## src/rtl/capture_pkg.sv

```systemverilog
// Package with register layout, modes and structs of the capture channel
package capture_pkg;
    localparam int unsigned data_width = 32;
    localparam int unsigned addr_width = 4;
    localparam logic [addr_width-1:0] control_offset = 4'h0;
    localparam logic [addr_width-1:0] buffer_offset = 4'h4;
    localparam int unsigned stop_in_idle_bit = 13;
    localparam int unsigned timer_select_bit = 7;
    localparam int unsigned cpi_lsb = 5;
    localparam int unsigned overflow_bit = 4;
    localparam int unsigned not_empty_bit = 3;
    localparam int unsigned mode_lsb = 0;
    localparam logic [15:0] control_reset = 16'h0000;
    localparam int unsigned fifo_depth = 4;
    localparam logic [3:0] prescale_four = 4'h3;
    localparam logic [3:0] prescale_sixteen = 4'hf;
    localparam logic [1:0] resp_okay = 2'b00;
    localparam logic [1:0] resp_slverr = 2'b10;

    typedef enum logic [2:0]
    {
        mode_off = 3'b000,
        mode_every_edge = 3'b001,
        mode_falling = 3'b010,
        mode_rising = 3'b011,
        mode_rise_4 = 3'b100,
        mode_rise_16 = 3'b101,
        mode_unused = 3'b110,
        mode_wake = 3'b111
    } capture_mode_t;

    typedef struct packed
    {
        logic stop_in_idle;
        logic timer_select;
        logic [1:0] captures_per_interrupt;
        capture_mode_t capture_mode_select;
    } control_t;

    typedef struct packed
    {
        logic cpu_idle;
        logic cpu_sleep;
    } power_t;
endpackage

```

## src/rtl/input_capture_channel.sv

```systemverilog
// Input capture channel with AXI4-Lite register access
//
// Local design decisions: the AXI4-Lite interface to the registers and the placing of the registers.
`timescale 1ns/10ps
`default_nettype none
// Notes on behaviour
// - Stop-in-idle set halts capture during Idle; mode 111 wake irq still fires
// - Timer select: set second timer, clear third
// - Interrupt every one to four captures
// - Overflow flag read-only, hardware cleared, resets zero
// - Not-empty bit shows unread captured values
// - Mode 111: rising-edge wake interrupt in Sleep/Idle
// - Modes 000 and 110 disable the channel
// - Modes 100/101 capture every 4th/16th rise
// - Mode 011 rising, mode 010 falling capture
// - Mode 001 both edges, interrupt every capture
// - Unimplemented control bits read as zero
module input_capture_channel
#(
    parameter int unsigned depth = capture_pkg::fifo_depth
)
(
    input wire logic aclk,
    input wire logic aresetn,
    input wire logic [capture_pkg::addr_width-1:0] s_axi_awaddr,
    input wire logic s_axi_awvalid,
    output logic s_axi_awready,
    input wire logic [capture_pkg::data_width-1:0] s_axi_wdata,
    input wire logic [3:0] s_axi_wstrb,
    input wire logic s_axi_wvalid,
    output logic s_axi_wready,
    output logic [1:0] s_axi_bresp,
    output logic s_axi_bvalid,
    input wire logic s_axi_bready,
    input wire logic [capture_pkg::addr_width-1:0] s_axi_araddr,
    input wire logic s_axi_arvalid,
    output logic s_axi_arready,
    output logic [capture_pkg::data_width-1:0] s_axi_rdata,
    output logic [1:0] s_axi_rresp,
    output logic s_axi_rvalid,
    input wire logic s_axi_rready,
    input wire logic capture_pin,
    input wire logic [15:0] second_timer_count,
    input wire logic [15:0] third_timer_count,
    input wire capture_pkg::power_t power_state,
    output logic capture_irq
);
    import capture_pkg::*;

    control_t ctrl;
    control_t next_ctrl;
    logic overflow_flag;
    logic next_overflow_flag;
    logic [2:0] sync;
    logic [3:0] edge_count;
    logic [3:0] next_edge_count;
    logic [1:0] cap_count;
    logic [1:0] next_cap_count;
    logic next_irq;
    logic aw_held;
    logic w_held;
    logic [addr_width-1:0] aw_addr;
    logic [31:0] w_data;
    logic [3:0] w_strb;
    logic next_aw_held;
    logic next_w_held;
    logic [addr_width-1:0] next_aw_addr;
    logic [31:0] next_w_data;
    logic [3:0] next_w_strb;
    logic next_bvalid;
    logic [1:0] next_bresp;
    logic next_rvalid;
    logic [31:0] next_rdata;
    logic [1:0] next_rresp;
    logic [15:0] fifo_head;
    logic fifo_not_empty;
    logic fifo_full;
    logic capture_event;
    logic rise;
    logic fall;
    logic halted;
    logic do_read;
    logic ctrl_write;
    logic pop;

    function automatic logic [15:0] control_word(control_t c, logic ov,
                                                 logic ne);
        logic [15:0] w;
        w = 16'h0000;
        w[stop_in_idle_bit] = c.stop_in_idle;
        w[timer_select_bit] = c.timer_select;
        w[cpi_lsb+:2] = c.captures_per_interrupt;
        w[overflow_bit] = ov;
        w[not_empty_bit] = ne;
        w[mode_lsb+:3] = c.capture_mode_select;
        return w;
    endfunction

    // Two stages for metastability, third for edge history
    always_ff @(posedge aclk)
    begin
        if (!aresetn)
            sync <= 3'b000;
        else
            sync <= {sync[1:0], capture_pin};
    end
    assign rise = sync[1] && !sync[2];
    assign fall = !sync[1] && sync[2];

    assign halted = ctrl.stop_in_idle && power_state.cpu_idle;

    always_comb
    begin
        capture_event = 1'b0;
        next_edge_count = edge_count;
        if (!halted)
        begin
            case (ctrl.capture_mode_select)
                mode_every_edge: capture_event = rise || fall;
                mode_falling: capture_event = fall;
                mode_rising: capture_event = rise;
                mode_rise_4, mode_rise_16:
                begin
                    if (rise)
                    begin
                        if (edge_count == ((ctrl.capture_mode_select ==
                            mode_rise_4) ? prescale_four : prescale_sixteen))
                        begin
                            capture_event = 1'b1;
                            next_edge_count = 4'h0;
                        end
                        else
                            next_edge_count = edge_count + 4'h1;
                    end
                end
                default: capture_event = 1'b0;
            endcase
        end
    end

    // Interrupt pulse generation
    always_comb
    begin
        next_cap_count = cap_count;
        next_irq = 1'b0;
        if (ctrl.capture_mode_select == mode_wake)
            next_irq = rise && (power_state.cpu_sleep ||
                                power_state.cpu_idle);
        else if (capture_event)
        begin
            if (ctrl.capture_mode_select == mode_every_edge ||
                cap_count == ctrl.captures_per_interrupt)
            begin
                next_irq = 1'b1;
                next_cap_count = 2'b00;
            end
            else
                next_cap_count = cap_count + 2'b01;
        end
    end

    // Register bus: write side
    always_comb
    begin
        next_aw_held = aw_held;
        next_w_held = w_held;
        next_aw_addr = aw_addr;
        next_w_data = w_data;
        next_w_strb = w_strb;
        next_bvalid = s_axi_bvalid && !s_axi_bready;
        next_bresp = s_axi_bresp;
        ctrl_write = 1'b0;
        if (s_axi_awvalid && s_axi_awready)
        begin
            next_aw_held = 1'b1;
            next_aw_addr = s_axi_awaddr;
        end
        if (s_axi_wvalid && s_axi_wready)
        begin
            next_w_held = 1'b1;
            next_w_data = s_axi_wdata;
            next_w_strb = s_axi_wstrb;
        end
        if (next_aw_held && next_w_held && !s_axi_bvalid)
        begin
            next_aw_held = 1'b0;
            next_w_held = 1'b0;
            next_bvalid = 1'b1;
            ctrl_write = (next_aw_addr == control_offset);
            next_bresp = (ctrl_write || next_aw_addr == buffer_offset) ?
                         resp_okay : resp_slverr;
        end
    end

    // Control register: only the low half is wide enough to matter
    always_comb
    begin
        next_ctrl = ctrl;
        if (ctrl_write)
        begin
            if (next_w_strb[1])
                next_ctrl.stop_in_idle = next_w_data[stop_in_idle_bit];
            if (next_w_strb[0])
            begin
                next_ctrl.timer_select = next_w_data[timer_select_bit];
                next_ctrl.captures_per_interrupt = next_w_data[cpi_lsb+:2];
                next_ctrl.capture_mode_select =
                    capture_mode_t'(next_w_data[mode_lsb+:3]);
            end
        end
    end

    // Register bus: read side; reading the buffer pops the oldest value
    assign do_read = s_axi_arvalid && s_axi_arready;
    assign pop = do_read && (s_axi_araddr == buffer_offset);
    always_comb
    begin
        next_rvalid = s_axi_rvalid && !s_axi_rready;
        next_rdata = s_axi_rdata;
        next_rresp = s_axi_rresp;
        if (do_read)
        begin
            next_rvalid = 1'b1;
            next_rresp = resp_okay;
            next_rdata = 32'h00000000;
            if (s_axi_araddr == control_offset)
                next_rdata[15:0] = control_word(ctrl, overflow_flag,
                                                fifo_not_empty);
            // Empty reads return zero, never stale or unset storage
            else if (s_axi_araddr == buffer_offset)
                next_rdata[15:0] = fifo_not_empty ? fifo_head : 16'h0000;
            else
                next_rresp = resp_slverr;
        end
    end

    // Overflow is set by a capture into a full buffer not read that cycle, cleared when off
    always_comb
    begin
        next_overflow_flag = overflow_flag;
        if (capture_event && fifo_full && !pop)
            next_overflow_flag = 1'b1;
        else if (ctrl.capture_mode_select == mode_off)
            next_overflow_flag = 1'b0;
    end

    capture_fifo #(.width(16), .depth(depth)) fifo_i
    (
        .aclk(aclk),
        .aresetn(aresetn),
        .push(capture_event),
        .push_data(ctrl.timer_select ? second_timer_count
                                     : third_timer_count),
        .pop(pop),
        .flush(ctrl.capture_mode_select == mode_off),
        .head(fifo_head),
        .not_empty(fifo_not_empty),
        .full(fifo_full)
    );

    always_ff @(posedge aclk)
    begin
        if (!aresetn)
        begin
            ctrl <= '{stop_in_idle: control_reset[stop_in_idle_bit],
                timer_select: control_reset[timer_select_bit],
                captures_per_interrupt: control_reset[cpi_lsb+:2],
                capture_mode_select:
                    capture_mode_t'(control_reset[mode_lsb+:3])};
            overflow_flag <= 1'b0;
            edge_count <= 4'h0;
            cap_count <= 2'b00;
            capture_irq <= 1'b0;
            aw_held <= 1'b0;
            w_held <= 1'b0;
            aw_addr <= '0;
            w_data <= 32'h00000000;
            w_strb <= 4'h0;
            s_axi_bvalid <= 1'b0;
            s_axi_bresp <= resp_okay;
            s_axi_rvalid <= 1'b0;
            s_axi_rdata <= 32'h00000000;
            s_axi_rresp <= resp_okay;
            s_axi_awready <= 1'b0;
            s_axi_wready <= 1'b0;
            s_axi_arready <= 1'b0;
        end
        else
        begin
            ctrl <= next_ctrl;
            overflow_flag <= next_overflow_flag;
            // Any control register write restarts both counters
            edge_count <= ctrl_write ? 4'h0 : next_edge_count;
            cap_count <= ctrl_write ? 2'b00 : next_cap_count;
            capture_irq <= next_irq;
            aw_held <= next_aw_held;
            w_held <= next_w_held;
            aw_addr <= next_aw_addr;
            w_data <= next_w_data;
            w_strb <= next_w_strb;
            s_axi_bvalid <= next_bvalid;
            s_axi_bresp <= next_bresp;
            s_axi_rvalid <= next_rvalid;
            s_axi_rdata <= next_rdata;
            s_axi_rresp <= next_rresp;
            s_axi_awready <= !next_aw_held && !s_axi_awready;
            s_axi_wready <= !next_w_held && !s_axi_wready;
            s_axi_arready <= !next_rvalid && !s_axi_arready;
        end
    end

    logic [15:0] last_ctrl_word;
    assign last_ctrl_word = control_word(ctrl, overflow_flag, fifo_not_empty);
endmodule
`default_nettype wire

```

## src/rtl/capture_fifo.sv

```systemverilog
// Small FIFO that holds captured timer values, oldest first
`timescale 1ns/10ps
`default_nettype none
module capture_fifo
#(
    parameter int unsigned width = 16,
    parameter int unsigned depth = 4
)
(
    input wire logic aclk,
    input wire logic aresetn,
    input wire logic push,
    input wire logic [width-1:0] push_data,
    input wire logic pop,
    input wire logic flush,
    output logic [width-1:0] head,
    output logic not_empty,
    output logic full
);
    localparam int unsigned pw = $clog2(depth);
    logic [width-1:0] mem [depth];
    logic [pw-1:0] wr_ptr;
    logic [pw-1:0] rd_ptr;
    logic [pw:0] count;
    logic [pw-1:0] next_wr_ptr;
    logic [pw-1:0] next_rd_ptr;
    logic [pw:0] next_count;
    logic do_push;
    logic do_pop;

    assign full = (count == (pw+1)'(depth));
    assign not_empty = (count != '0);
    assign head = mem[rd_ptr];
    assign do_push = push && !full;
    assign do_pop = pop && not_empty;

    always_comb
    begin
        next_wr_ptr = wr_ptr;
        next_rd_ptr = rd_ptr;
        next_count = count;
        if (flush)
        begin
            next_wr_ptr = '0;
            next_rd_ptr = '0;
            next_count = '0;
        end
        else
        begin
            if (do_push)
                next_wr_ptr = (wr_ptr == pw'(depth-1)) ? '0 : wr_ptr + 1'b1;
            if (do_pop)
                next_rd_ptr = (rd_ptr == pw'(depth-1)) ? '0 : rd_ptr + 1'b1;
            if (do_push && !do_pop)
                next_count = count + 1'b1;
            else if (do_pop && !do_push)
                next_count = count - 1'b1;
        end
    end

    always_ff @(posedge aclk)
    begin
        if (!aresetn)
        begin
            wr_ptr <= '0;
            rd_ptr <= '0;
            count <= '0;
        end
        else
        begin
            wr_ptr <= next_wr_ptr;
            rd_ptr <= next_rd_ptr;
            count <= next_count;
        end
    end

    // Storage needs no reset; reads are gated by the count
    always_ff @(posedge aclk)
    begin
        if (do_push && !flush)
            mem[wr_ptr] <= push_data;
    end
endmodule
`default_nettype wire

```

## config.mk

```make
export PLATFORM = sky130hd
export DESIGN_NAME = input_capture_channel
export DESIGN_NICKNAME = d
export VERILOG_FILES = /design/src/rtl/capture_pkg.sv /design/src/rtl/input_capture_channel.sv /design/src/rtl/capture_fifo.sv
export SDC_FILE = /design/constraint.sdc
export NUM_CORES = 1
export LEC_CHECK = 0
export BUFFER_PORTS_ARGS = -buffer_cell sky130_fd_sc_hd__buf_2
export CAP_MARGIN = 20
export CORE_ASPECT_RATIO = 0.8
export CORE_MARGIN = 3
export CORE_UTILIZATION = 40
export DETAILED_ROUTE_END_ITERATION = 10
export HOLD_SLACK_MARGIN = 0.03
export PLACE_DENSITY = 0.65
export RECOVER_POWER = 50
export REMOVE_ABC_BUFFERS = 1
export SLEW_MARGIN = 20
export SYNTH_ARGS = -nofsm -noshare
export SYNTH_HDL_FRONTEND = slang
export SYNTH_SLANG_ARGS = --single-unit
```

## constraint.sdc

```tcl
create_clock -name aclk -period 3.45 [get_ports aclk]
set_input_delay 0.345 -clock aclk [delete_from_list [all_inputs] [get_ports aclk]]
set_output_delay 0.345 -clock aclk [all_outputs]
set_load 0.01 [all_outputs]
```

==> metrics.txt <==
Design Area, Final 6570 sq um; drt drc 0; Post-DP HPWL 7.77 mm; Slew headroom 15.5%; CP bufs+invs 2; H-tree levels 4; Slowest cell on crit path a311oi_1; internal cell power 2.78 mW; core area 13100 sq um; RSZ-0062 raised after global routing no; crit-path leading delay family adder cells; type of origin of the critical path register; RePlAce Congestion 0.820; Unique masters post-synth 50; layout cells sized above 1 23.2%; top_reg_cell synth dfxtp_1; final antenna diode count 0; # rows 37; initial antenna violation count 0; Setup CP Type register to register; Max Fclk 322 MHz; placed inst area 6010 sq um; pwr/cell area 545 nW/um^2; Clock Skews 0.00852 ns; #FFs+latches synth 129; Sink Count 129; Final Hold Viols 0; Lkg Pwr 2.42 nW; Net Sw Power 800 uW; Via-to-Cell Ratio 5.14; Total GRT Usage 16.0%; clock transition at the registers of the reported paths 0.06 ns; clock share of power 50.0%; Setup TNS Final 0 ns; Syn Std Cell Area 5460 sq um; hold_buf cts 0; routed wire length per instance 16.7 um; most used routing layer met2; grt met1 use 21.9%; width of the die 137 um; combinational share of power 4.1%; worst skew pair latency 0.41 ns; Filler cells 1170; fraction of registers with async set/reset 0%; status finished, final reports clean; Setup Fix Bufs, Post-CTS 0; final cycle utilization of the critical path 90.0%; synth warn 0; Flop pwr share 45.9%; Util after Layout 50.1%; Setup crit end kind register; Worst Tran Pin Value 1.27 ns; Final min period 3.11 ns; EDFF count, synth 64; # nets final 618; Worst path max stage delay 0.45 ns; largest net degree at the start of global routing 32; Worst Hold Class input pin to register; fin. max-slew vios 0; Chip Height 111 um; Routed WL 11.8 mm; clock buffers created by TritonCTS 17; Tot Pwr 3.58 mW; max-cap viol count 0; GRT overflow 0; first-pass GRT wire length 18.5 mm; met3 Use GR 4.74%; CTS tree yes; die area 15100 sq um; worst-path fanout max 6; Final Setup Violations 0; Clock Tree Root clkbuf_16; Port Buf Inserts 82; Avg Cell Area, Syn 12.6 sq um; Starting Density 41.7%; Iter 0 DRT Violations 180; flip-flop and latch area 3220 sq um; PostCTS Resize Cnt 0; multi-input logic area 2030 sq um; sequential area share after synthesis 59.0%; CP arrival 3.43 ns; via count 3647; area grow syn2layout 20.2%; Routed Antenna Nets 0; WP data required 3.78 ns; vias in the first global route 3594; Syn Inst Count 435; Pre-antenna DRT Iters 4; Sw Ratio 22.3%; grt met2 use 24.3%; I/O pin count 128; Max IR drop VDD 313 uV; CP cell instances inv_1 -> ha_1 -> or2_1 -> a311oi_1 -> o21ai_2 -> nor2_1 -> ha_1 -> inv_1 -> fa_1 -> xor2_1 -> or3_1 -> a21oi_1; CTS Buffer Depth 2
## worst paths after layout
kind                            depth (start not counted)                            to  slack [ns]               start
worst max-delay path                                   12  fifo_i.count[2]$_SDFFE_PP0P_        0.34  sync[1]$_SDFF_PN0_
worst min-delay path                                    2            sync[0]$_SDFF_PN0_        0.16         capture_pin
worst max register to register                         12  fifo_i.count[2]$_SDFFE_PP0P_        0.34  sync[1]$_SDFF_PN0_
worst min register to register                          1            sync[1]$_SDFF_PN0_        0.45  sync[0]$_SDFF_PN0_
## power groups by stage
stage / sequential (mW) / clock, mW / combinational, mW
after floorplan: 1.68 / 0 / 0.0740
after global placement: 1.67 / 0 / 0.145
after detailed placement: 1.68 / 0 / 0.150
after CTS: 1.64 / 1.82 / 0.152
after global routing: 1.65 / 1.89 / 0.164
final: 1.64 / 1.79 / 0.146
## cell type report
class	instances	area share [%]
repair buffers	92	6.91
clock inverters	14	2.36
clock buffers	18	6.69
inverters	13	0.743
multi-input cells	269	30.9
flip-flops and latches	129	49.1
well taps	175	3.33
## layer usage
metal  vias up  part of all wire [%]
met5         -                     0
met4         0                   1.1
met3         9                   7.4
met2       139                    46
met1      1760                    45
li1       1739                     -
## kinds of logic (layout without fill, tap and decap cells)
family	count (synthesis)	in the layout	synth area share, %
mux	48	48	13.0
other cells	1	18	0.0686
fa+ha+maj	10	10	2.43
compound gates	67	67	8.40
simple gates	122	122	11.4
buf+inv	54	137	5.04
flops	129	129	59.0
xor+xnor	4	4	0.641
## sequential cells by signal, indices dropped and copies added, names as in the netlist, 2 cells and up, named ones only
| register | flops |
|---|---|
| fifo_i.wr_ptr | 2 |
| ctrl | 7 |
| sync | 3 |
| fifo_i.mem | 64 |
| edge_count | 4 |
| cap_count | 2 |
| s_axi_rdata | 16 |
| aw_addr | 4 |
| w_strb | 2 |
| fifo_i.count | 3 |
| fifo_i.rd_ptr | 2 |
| w_data | 7 |
## per-stage QoR
stage,worst slack [ns],std cells,hold slack (ns)
floorplan,0.692,411,0.412
global placement,0.497,678,0.441
detailed placement,0.409,678,0.439
CTS,0.360,710,0.155
global route,0.103,710,0.153
finish,0.344,710,0.165
## cell usage in the layout, fill, tap and decap left out, types with 3 or more instances in the layout
| cell | count |
|---|---|
| nand3_1 | 12 |
| a22oi_1 | 7 |
| nor3b_1 | 4 |
| clkbuf_16 | 17 |
| inv_6 | 4 |
| xor2_1 | 4 |
| nor2b_1 | 9 |
| a21boi_0 | 4 |
| a32oi_1 | 5 |
| clkbuf_1 | 25 |
| or3_1 | 5 |
| mux4_2 | 16 |
| nor3_1 | 9 |
| inv_1 | 12 |
| mux2i_1 | 8 |
| dfxtp_1 | 65 |
| and2_1 | 9 |
| mux2_1 | 21 |
| o21ai_0 | 8 |
| and3_1 | 10 |
| buf_4 | 10 |
| conb_1 | 18 |
| ha_1 | 9 |
| clkinvlp_4 | 4 |
| a221oi_1 | 5 |
| nand2_1 | 30 |
| buf_2 | 57 |
| nor2_1 | 24 |
| a21oi_1 | 23 |
| edfxtp_1 | 64 |
| mux2_2 | 3 |
## synth_stat cells, drive strengths merged (2+ instances only)
| cell type | count | share of area [%] |
|---|---|---|
| a21boi | 4 | 0.55 |
| a21oi | 23 | 2.1 |
| a221oi | 5 | 0.80 |
| a22oi | 7 | 0.96 |
| a32oi | 5 | 0.80 |
| and2 | 10 | 1.1 |
| and3 | 10 | 1.1 |
| buf | 26 | 3.1 |
| clkbuf | 15 | 1.0 |
| dfxtp | 65 | 24 |
| edfxtp | 64 | 35 |
| ha | 9 | 2.1 |
| inv | 13 | 0.89 |
| mux2 | 24 | 4.9 |
| mux2i | 8 | 1.5 |
| mux4 | 16 | 6.6 |
| nand2 | 30 | 2.1 |
| nand2b | 2 | 0.23 |
| nand3 | 12 | 1.1 |
| nor2 | 24 | 1.6 |
| nor2b | 9 | 1.0 |
| nor3 | 9 | 0.82 |
| nor3b | 4 | 0.55 |
| nor4 | 2 | 0.23 |
| o21a | 2 | 0.27 |
| o21ai | 11 | 1.1 |
| or2 | 2 | 0.23 |
| or3 | 6 | 0.78 |
| xor2 | 4 | 0.64 |
(Power assumes the default switching activity.)
